**src/include/gsc_regs.vh**
```
// constants of the gas sensor compensation command handler
`ifndef GSC_REGS_VH
`define GSC_REGS_VH
// command codes
`define GSC_CMD_CRC_OFF 16'h3768
`define GSC_CMD_SET_RH 16'h3624
`define GSC_CMD_SET_TEMP 16'h361E
`define GSC_CMD_SET_PRESS 16'h362F
`define GSC_CMD_MEASURE 16'h3639
`define GSC_CMD_RECAL 16'h3661
// defaults after power-up, soft reset or wake-up
`define GSC_RH_DEFAULT 16'h0000
`define GSC_PRESS_DEFAULT 16'h03F5
`define GSC_TEMP_DEFAULT 16'h0000
`define GSC_REF_DEFAULT 16'h0000
// checksum: polynomial and start value
`define GSC_CRC_POLY 8'h31
`define GSC_CRC_INIT 8'hFF
// readout layout: three words, each with a checksum byte
`define GSC_RD_BYTES 4'h9
`define GSC_RD_LAST 4'h8
`define GSC_IDX_W 4
`define GSC_MEM_DEPTH 16
// bit engine
`define GSC_BITS 4'h8
`endif

```
**src/hdl/gsc_cmd.v**
```verilog
// i2c command handler for compensation, measurement and recalibration
`timescale 1ns/10ps
`include "gsc_regs.vh"
module gsc_cmd
(
   // clock and reset
   input wire sys_clk,
   input wire rst_b,
   // i2c pins, open drain
   input wire scl_in,
   input wire sda_in,
   output reg sda_out,
   output reg sda_oe,
   // configuration
   input wire [6:0] dev_addr,
   input wire restore_defaults,
   input wire gas_selected,
   // measurement core
   output reg meas_start,
   output reg meas_recal,
   output reg [15:0] recal_ref,
   input wire meas_done,
   input wire [15:0] meas_conc,
   input wire [15:0] internal_temp,
   input wire [15:0] meas_reserved,
   // compensation values in effect, checksum setting and status
   output reg [15:0] comp_rh,
   output reg [15:0] comp_temp,
   output reg [15:0] comp_press,
   output reg crc_enabled,
   output reg meas_busy,
   output reg data_ready
);
   localparam ST_IDLE = 3'd0;
   localparam ST_ADDR = 3'd1;
   localparam ST_WR = 3'd2;
   localparam ST_ACK = 3'd3;
   localparam ST_RD = 3'd4;
   localparam ST_RACK = 3'd5;

   // checksum over one 16-bit word
   function [7:0] crc8;
      input [15:0] word;
      integer i;
      reg [7:0] c;
      begin
         c = `GSC_CRC_INIT;
         for (i = 15; i >= 0; i = i - 1)
         begin
            if (c[7] ^ word[i])
               c = {c[6:0], 1'b0} ^ `GSC_CRC_POLY;
            else
               c = {c[6:0], 1'b0};
         end
         crc8 = c;
      end
   endfunction

   reg [1:0] scl_sync; // two-stage synchroniser for clock pin
   reg [1:0] sda_sync; // two-stage synchroniser for data pin
   reg scl_d; // previous synchronised clock
   reg sda_d; // previous synchronised data
   reg [2:0] state; // bit engine state
   reg [3:0] bit_cnt; // bits in the current byte
   reg [7:0] shreg; // received byte
   reg [7:0] tx; // byte being sent
   reg rw; // current transfer is a read
   reg host_ack; // host acknowledged last byte
   reg [2:0] byte_no; // bytes received after the address
   reg [15:0] cmd; // latched command code
   reg [15:0] arg; // latched argument
   reg temp_written; // host temperature in effect
   reg recal_pend; // recalibration waits for argument or stop
   reg [3:0] rd_idx; // readout byte index
   reg [15:0] w_conc; // captured concentration
   reg [15:0] w_temp; // captured temperature
   reg [15:0] w_res; // captured reserved word
   reg loading; // result bytes being written to memory
   reg [3:0] ld_idx; // byte being written
   reg [7:0] ld_byte; // byte for this load step
   wire [7:0] mem_rdata; // registered readout byte

   // edge and bus condition detection on synchronised pins
   wire scl_s = scl_sync[1];
   wire sda_s = sda_sync[1];
   wire scl_rise = scl_s & ~scl_d;
   wire scl_fall = ~scl_s & scl_d;
   wire bus_start = scl_s & scl_d & sda_d & ~sda_s;
   wire bus_stop = scl_s & scl_d & ~sda_d & sda_s;
   wire [15:0] rx_word = {arg[15:8], shreg};
   wire crc_ok = (shreg == crc8(arg));

   // next readout index; checksum bytes skipped when disabled
   wire [3:0] next_idx = (!crc_enabled && (rd_idx == 4'h1 || rd_idx == 4'h4 || rd_idx == 4'h7)) ?
      rd_idx + 4'h2 : rd_idx + 4'h1;

   // readout byte order: word msb, word lsb, checksum
   always @*
   begin
      case (ld_idx)
         4'h0: ld_byte = w_conc[15:8];
         4'h1: ld_byte = w_conc[7:0];
         4'h2: ld_byte = crc8(w_conc);
         4'h3: ld_byte = w_temp[15:8];
         4'h4: ld_byte = w_temp[7:0];
         4'h5: ld_byte = crc8(w_temp);
         4'h6: ld_byte = w_res[15:8];
         4'h7: ld_byte = w_res[7:0];
         4'h8: ld_byte = crc8(w_res);
         default: ld_byte = 8'h00;
      endcase
   end

   gsc_result_mem u_mem
   (
      .sys_clk(sys_clk),
      .wr_en(loading),
      .wr_addr(ld_idx),
      .wr_data(ld_byte),
      .rd_addr(rd_idx),
      .rd_data(mem_rdata)
   );

   // pin synchronisers
   always @(posedge sys_clk)
   begin
      if (!rst_b)
      begin
         scl_sync <= 2'b11;
         sda_sync <= 2'b11;
         scl_d <= 1'b1;
         sda_d <= 1'b1;
      end
      else
      begin
         scl_sync <= {scl_sync[0], scl_in};
         sda_sync <= {sda_sync[0], sda_in};
         scl_d <= scl_s;
         sda_d <= sda_s;
      end
   end

   // result capture and byte loader
   always @(posedge sys_clk)
   begin
      if (!rst_b || restore_defaults)
      begin
         meas_busy <= 1'b0;
         loading <= 1'b0;
         ld_idx <= 4'h0;
         w_conc <= 16'h0000;
         w_temp <= 16'h0000;
         w_res <= 16'h0000;
      end
      else
      begin
         if (meas_start)
         begin
            meas_busy <= 1'b1; // recalibration shares measurement time
         end
         else if (meas_done && meas_busy)
         begin
            meas_busy <= 1'b0;
            loading <= ~meas_recal;
            ld_idx <= 4'h0;
            w_conc <= meas_conc;
            w_temp <= temp_written ? comp_temp : internal_temp;
            w_res <= meas_reserved;
         end
         else if (loading)
         begin
            ld_idx <= ld_idx + 4'h1;
            if (ld_idx == `GSC_RD_LAST)
               loading <= 1'b0;
         end
      end
   end

   // i2c engine, command decode and stored compensation values
   always @(posedge sys_clk)
   begin
      if (!rst_b || restore_defaults)
      begin
         state <= ST_IDLE;
         bit_cnt <= 4'h0;
         shreg <= 8'h00;
         tx <= 8'h00;
         rw <= 1'b0;
         host_ack <= 1'b0;
         byte_no <= 3'd0;
         cmd <= 16'h0000;
         arg <= 16'h0000;
         sda_out <= 1'b0;
         sda_oe <= 1'b0;
         meas_start <= 1'b0;
         meas_recal <= 1'b0;
         recal_ref <= `GSC_REF_DEFAULT;
         recal_pend <= 1'b0;
         comp_rh <= `GSC_RH_DEFAULT;
         comp_temp <= `GSC_TEMP_DEFAULT;
         temp_written <= 1'b0;
         comp_press <= `GSC_PRESS_DEFAULT;
         crc_enabled <= 1'b1;
         data_ready <= 1'b0;
         rd_idx <= 4'h0;
      end
      else
      begin
         meas_start <= 1'b0;
         // result ready once all bytes sit in memory
         if (loading && ld_idx == `GSC_RD_LAST)
            data_ready <= 1'b1;
         if (bus_start)
         begin
            // start or repeated start: receive address
            state <= ST_ADDR;
            bit_cnt <= 4'h0;
            sda_oe <= 1'b0;
            byte_no <= 3'd0;
            recal_pend <= 1'b0;
         end
         else if (bus_stop)
         begin
            // stop: recalibration without argument uses zero
            if (recal_pend && !meas_busy)
            begin
               meas_start <= 1'b1;
               meas_recal <= 1'b1;
               recal_ref <= `GSC_REF_DEFAULT;
            end
            recal_pend <= 1'b0;
            state <= ST_IDLE;
            sda_oe <= 1'b0;
         end
         else
         begin
            case (state)
               ST_ADDR, ST_WR:
               begin
                  if (scl_rise)
                  begin
                     shreg <= {shreg[6:0], sda_s};
                     bit_cnt <= bit_cnt + 4'h1;
                  end
                  else if (scl_fall && bit_cnt == `GSC_BITS)
                  begin
                     bit_cnt <= 4'h0;
                     state <= ST_ACK;
                     sda_oe <= 1'b1;
                     if (state == ST_ADDR)
                     begin
                        rw <= shreg[0];
                        // read header nacked while no result is ready or no gas is selected
                        if (shreg[7:1] != dev_addr ||
                            (shreg[0] && !(data_ready && gas_selected)))
                        begin
                           state <= ST_IDLE;
                           sda_oe <= 1'b0;
                        end
                        else if (shreg[0])
                        begin
                           data_ready <= loading && (ld_idx == `GSC_RD_LAST); // a load wins
                           rd_idx <= 4'h0;
                        end
                     end
                     else
                     begin
                        byte_no <= (byte_no == 3'd5) ? byte_no : byte_no + 3'd1;
                        case (byte_no)
                           3'd0: cmd[15:8] <= shreg;
                           3'd1:
                           begin
                              cmd <= {cmd[15:8], shreg};
                              if ({cmd[15:8], shreg} == `GSC_CMD_CRC_OFF)
                                 crc_enabled <= 1'b0;
                              if ({cmd[15:8], shreg} == `GSC_CMD_MEASURE && !meas_busy)
                              begin
                                 meas_start <= 1'b1;
                                 meas_recal <= 1'b0;
                              end
                              if ({cmd[15:8], shreg} == `GSC_CMD_RECAL)
                                 recal_pend <= 1'b1;
                           end
                           3'd2: arg[15:8] <= shreg;
                           3'd3:
                           begin
                              arg <= rx_word;
                              if (!crc_enabled)
                              begin
                                 // unchecked argument applies at once
                                 recal_pend <= 1'b0;
                                 case (cmd)
                                    `GSC_CMD_SET_RH: comp_rh <= rx_word;
                                    `GSC_CMD_SET_TEMP:
                                    begin
                                       comp_temp <= rx_word;
                                       temp_written <= 1'b1;
                                    end
                                    `GSC_CMD_SET_PRESS: comp_press <= rx_word;
                                    `GSC_CMD_RECAL:
                                    begin
                                       meas_start <= ~meas_busy;
                                       meas_recal <= meas_recal | ~meas_busy;
                                       recal_ref <= meas_busy ? recal_ref : rx_word;
                                    end
                                    default: cmd <= cmd;
                                 endcase
                              end
                           end
                           3'd4:
                           begin
                              if (crc_enabled)
                              begin
                                 // checksum byte: apply or nack on this byte
                                 recal_pend <= 1'b0;
                                 if (!crc_ok)
                                 begin
                                    state <= ST_IDLE;
                                    sda_oe <= 1'b0;
                                 end
                                 case (cmd)
                                    `GSC_CMD_SET_RH:
                                       if (crc_ok)
                                          comp_rh <= arg;
                                    `GSC_CMD_SET_TEMP:
                                       if (crc_ok)
                                       begin
                                          comp_temp <= arg;
                                          temp_written <= 1'b1;
                                       end
                                    `GSC_CMD_SET_PRESS:
                                       if (crc_ok)
                                          comp_press <= arg;
                                    `GSC_CMD_RECAL:
                                    begin
                                       meas_start <= ~meas_busy;
                                       meas_recal <= meas_recal | ~meas_busy;
                                       if (!meas_busy)
                                          recal_ref <= crc_ok ? arg : `GSC_REF_DEFAULT;
                                    end
                                    default: cmd <= cmd;
                                 endcase
                              end
                           end
                           default: cmd <= cmd;
                        endcase
                     end
                  end
               end
               ST_ACK:
               begin
                  // hold acknowledge through the ninth clock
                  if (scl_rise)
                     bit_cnt <= 4'h1;
                  else if (scl_fall && bit_cnt == 4'h1)
                  begin
                     if (rw)
                     begin
                        state <= ST_RD;
                        tx <= mem_rdata;
                        sda_oe <= ~mem_rdata[7];
                        bit_cnt <= 4'h1;
                     end
                     else
                     begin
                        state <= ST_WR;
                        sda_oe <= 1'b0;
                        bit_cnt <= 4'h0;
                     end
                  end
               end
               ST_RD:
               begin
                  // shift out msb first on each falling clock
                  if (scl_fall)
                  begin
                     if (bit_cnt == `GSC_BITS)
                     begin
                        sda_oe <= 1'b0;
                        state <= ST_RACK;
                        bit_cnt <= 4'h0;
                        rd_idx <= next_idx;
                     end
                     else
                     begin
                        tx <= {tx[6:0], 1'b0};
                        sda_oe <= ~tx[6];
                        bit_cnt <= bit_cnt + 4'h1;
                     end
                  end
               end
               ST_RACK:
               begin
                  // host ack continues, nack ends the read
                  if (scl_rise)
                  begin
                     host_ack <= ~sda_s;
                     bit_cnt <= 4'h1;
                  end
                  else if (scl_fall && bit_cnt == 4'h1)
                  begin
                     if (host_ack && rd_idx < `GSC_RD_BYTES)
                     begin
                        state <= ST_RD;
                        tx <= mem_rdata;
                        sda_oe <= ~mem_rdata[7];
                     end
                     else
                     begin
                        state <= ST_IDLE;
                        sda_oe <= 1'b0;
                        bit_cnt <= 4'h0;
                     end
                  end
               end
               default:
               begin
                  state <= ST_IDLE;
                  sda_oe <= 1'b0;
               end
            endcase
         end
      end
   end
endmodule

```
**src/hdl/gsc_result_mem.v**
```verilog
// readout byte memory with registered read data
`timescale 1ns/10ps
module gsc_result_mem
(
   // clock
   input wire sys_clk,
   // write port
   input wire wr_en,
   input wire [3:0] wr_addr,
   input wire [7:0] wr_data,
   // read port
   input wire [3:0] rd_addr,
   output reg [7:0] rd_data
);
   reg [7:0] mem [0:15]; // readout bytes

   // write and registered read
   always @(posedge sys_clk)
   begin
      if (wr_en)
      begin
         mem[wr_addr] <= wr_data;
      end
      rd_data <= mem[rd_addr];
   end
endmodule

```
**config.mk**
```make
export PLATFORM = sky130hd
export DESIGN_NAME = gsc_cmd
export DESIGN_NICKNAME = d
export VERILOG_FILES = /design/src/hdl/gsc_cmd.v /design/src/hdl/gsc_result_mem.v
export VERILOG_INCLUDE_DIRS = /design/src /design/src/include
export SDC_FILE = /design/constraint.sdc
export NUM_CORES = 1
export LEC_CHECK = 0
export BUFFER_PORTS_ARGS = -buffer_cell sky130_fd_sc_hd__buf_2
export CAP_MARGIN = 10
export CORE_MARGIN = 3
export CORE_UTILIZATION = 43
export CTS_CLUSTER_DIAMETER = 80
export DETAILED_ROUTE_END_ITERATION = 7
export SYNTH_ARGS = -nofsm -noshare
export SYNTH_HDL_FRONTEND = slang
export SYNTH_SLANG_ARGS = --single-unit
export TNS_END_PERCENT = 1
```
**constraint.sdc**
```tcl
create_clock -name sys_clk -period 5.7 [get_ports sys_clk]
set_input_delay 1.14 -clock sys_clk [delete_from_list [all_inputs] [get_ports sys_clk]]
set_output_delay 1.14 -clock sys_clk [all_outputs]
set_load 0.01 [all_outputs]
```
==> results.md <==
* WP data arrival at 3.80 ns
* Number of I/O port buffers at 131
* Top post-synthesis cells by count: dfxtp_1, nand2_1, edfxtp_1
* Final Setup Violations at 0
* Net Count, Synth at 1561
* Maximum Capacitance Violations at 0
* Die Y at 196 µm
* Share of Yosys cell area claimed by the top area cell type at 26.1%
* Hold path depth at 1
* Hold_buf cts at 0
* Die ar. at 0.0384 mm²
* Syn avg cell area at 10.4 µm²
* CTS buffer count at 35
* Worst path required time at 6.10 ns
* Multi-input logic area at 0.00717 mm²
* Leakage Power at 0.00583 µW
* Area leader, netlist: dfxtp_1
* Max VDD drop at 0.000285 V
* P&R area growth vs syn at 14.0%
* Die Wd at 196 µm
* Crit. End Element: register
* RePlAce Congestion at 0.933
* Unrepaired setup endpoints after global routing: no
* Seq/Total Area, Yosys at 50.9%
* CP Launch Type: register
* Cell area after synthesis at 0.0155 mm²
* Clk buf depth at 3
* Most common flop cell mapped by yosys: dfxtp_1
* Post-layout min period at 3.40 ns
* R2R cell count at 8
* Slew @ Worst Pin at 1.19 ns
* Syn Inst Count at 1483
* Slew Limit Fails at 0
* # resized after CTS at 0
* Worst rel slew slack at 20.0%
* Ys async rst share at 0%
* Number of synthesized flops with an enable pin at 128
* Postcts setup bufs at 0
* Post-DRT Antenna Nets at 0
* Reg area at 0.00789 mm²
* Crit Path Class: register to register
* Clock slew at reported path FFs at 0.06 ns
* Sum Neg Setup Slack at 0 ns
* Crit Path Max Fanout at 26
* Number of antenna violations at the first check in global routing at 0
* Largest net degree at the start of global routing at 97
* Skew-Pair Late Insertion Delay at 0.53 ns
* Most numerous cell in the Yosys netlist: dfxtp_1
* Vias per cell at 5.67
* Status: completed
* Largest cells by area after synthesis: dfxtp_1, edfxtp_1, mux4_2
* CTS Sinks at 330
* Share of layout cells above drive strength 1 at 16.9%
* Diode count at 0
* Gr ovfl total at 0
* HP Class: register to register
* DRT Pass-1 Iters at 5
* R2r startpoint: arg[15]$_SDFFE_PP0P_
* First-pass GRT wire length at 64.6 mm
* H-tree levels at 2
* FF-to-FF End: comp_press[6]$_SDFFE_PP1P_
* Final hold violation count at 0
* CTS tree: done
* DR WL/cell at 20.3 µm
* Fillers at 3215
* All-Layer GR Usage at 21.1%
* Synth cell types at 75
* Fmax at 0.294 GHz
* Root Driver: clkbuf_16
* Synthesis-stage register bit count at 330
* Row count at 68
* Remaining routing DRC violations at 0
* DRT iter0 DRCs at 926
* Num ports at 133
* Hold Crit Endpoint: sda_sync[1]$_SDFF_PN1_
* Final nets at 1649
* Vias at 11600
* Period utilization at 59.7%
* Number of global-route vias before repair at 11400
* Hpwl dp at 29.2 mm
* Initial Util at 44.2%
* Hold Path Origin: sda_sync[0]$_SDFF_PN1_
* Cell Pwr Density at 272 mW/mm²
* Clock skew at 0.0156 ns
* R2R Setup Slk at 2.30 ns
* Synth warn at 0
* Hold slack at 0.406 ns
* Post-Route WL at 41.7 mm
* Core area at 0.0351 mm²
==> flip-flops by register name (all words and copies together), names as in the netlist, 2 cells and up <==
name           count
u_mem.mem        128
arg               16
cmd               16
comp_press        16
comp_rh           16
comp_temp         16
recal_ref         16
w_conc            16
w_res             16
w_temp            16
shreg              8
u_mem.rd_data      8
tx                 7
bit_cnt            4
ld_idx             4
rd_idx             4
byte_no            3
state              3
scl_sync           2
sda_sync           2
==> critical path, cell delays in order (launching register included) <==
cell	delay [ns]
dfxtp_1	0.46
xnor3_1	0.55
xor3_1	0.40
or2_1	0.21
mux2i_1	0.18
o221ai_2	0.23
o21ai_4	0.61
nand2_2	0.41
mux2i_1	0.21
==> per-stage QoR <==
stage | instances | area [µm²] | setup slack, ns | util [%] | total power (µW)
after floorplan | 1483 | 15500 | 2.68 | - | 2520
after global placement | 1989 | 16500 | 2.39 | 47.1 | 2560
after detailed placement | 1989 | 16500 | 2.29 | 47.1 | 2560
after CTS | 2052 | 17700 | 2.27 | 50.4 | 4860
after global routing | 2052 | 17700 | 2.03 | 50.4 | 4950
final | 2052 | 17700 | 2.30 | 50.4 | 4810
==> power breakdown <==
group	internal [µW]	switching [µW]
clock	1360	949
combinational	25.9	46.3
sequential	2430	2.52
==> layout by cell type, fill, tap and decap left out, types with 7 or more instances in the layout <==
master and n:
a21oi_1 117, edfxtp_1 128, nor2b_1 8, buf_2 131
a311oi_1 9, and3_1 9, o21ai_0 45, nor3_1 28
a31oi_1 9, a32oi_1 15, and2_1 13, nand2_1 201
nand3_1 42, xor2_1 31, mux4_2 40, nand2b_1 23
a22oi_1 13, buf_4 20, dfxtp_1 201, xnor2_1 97
clkbuf_16 36, nor4_1 9, a211oi_1 22, mux2i_1 64
nor2_1 118, inv_1 20, clkinv_2 7, ha_1 16
==> worst max-delay path by stage <==
stage	start	end	slack, ns	cells past startpoint
after global placement	arg[15]$_SDFFE_PP0P_	comp_press[6]$_SDFFE_PP1P_	2.39	8
after detailed placement	arg[15]$_SDFFE_PP0P_	comp_press[11]$_SDFFE_PP0P_	2.29	8
after floorplan	dev_addr[0]	rd_idx[1]$_SDFFE_PP0P_	2.68	8
final	arg[15]$_SDFFE_PP0P_	comp_press[6]$_SDFFE_PP1P_	2.30	8
after CTS	arg[15]$_SDFFE_PP0P_	comp_press[6]$_SDFFE_PP1P_	2.27	8
after global routing	byte_no[0]$_SDFFE_PP0P_	recal_ref[3]$_SDFFE_PP0P_	2.03	10
==> final cells by class <==
class / count / area share, %
well taps: 455 / 3.22
multi-input cells: 1033 / 40.6
clock inverters: 17 / 1.05
clock buffers: 46 / 5.54
repair buffers: 151 / 4.56
inverters: 20 / 0.425
flip-flops and latches: 330 / 44.6
==> routing by layer <==
layer / up-vias / wire, µm / global-route usage (%)
met3: 71 / 2530 / 3.45
met4: 0 / 1190 / 6.50
met5: - / 0 / 0
li1: 5506 / - / -
met2: 432 / 19400 / 34.0
met1: 5617 / 18600 / 29.4
==> cells by family (layout without fill, tap and decap cells) <==
logic type               after synthesis  after routing  share of synthesized area [%]
AND/OR/NAND/NOR                      489            489                           14.2
flip-flops                           330            330                           50.9
AO/OA/AOI/OAI                        284            284                           11.8
XOR/XNOR                             137            137                           8.57
buffers and inverters                120            234                           3.07
multiplexers                         106            106                           10.1
adder cells (fa/ha/maj)               16             16                           1.29
other                                  1              1                         0.0242
No activity file was read; power rests on OpenSTA's default activity.
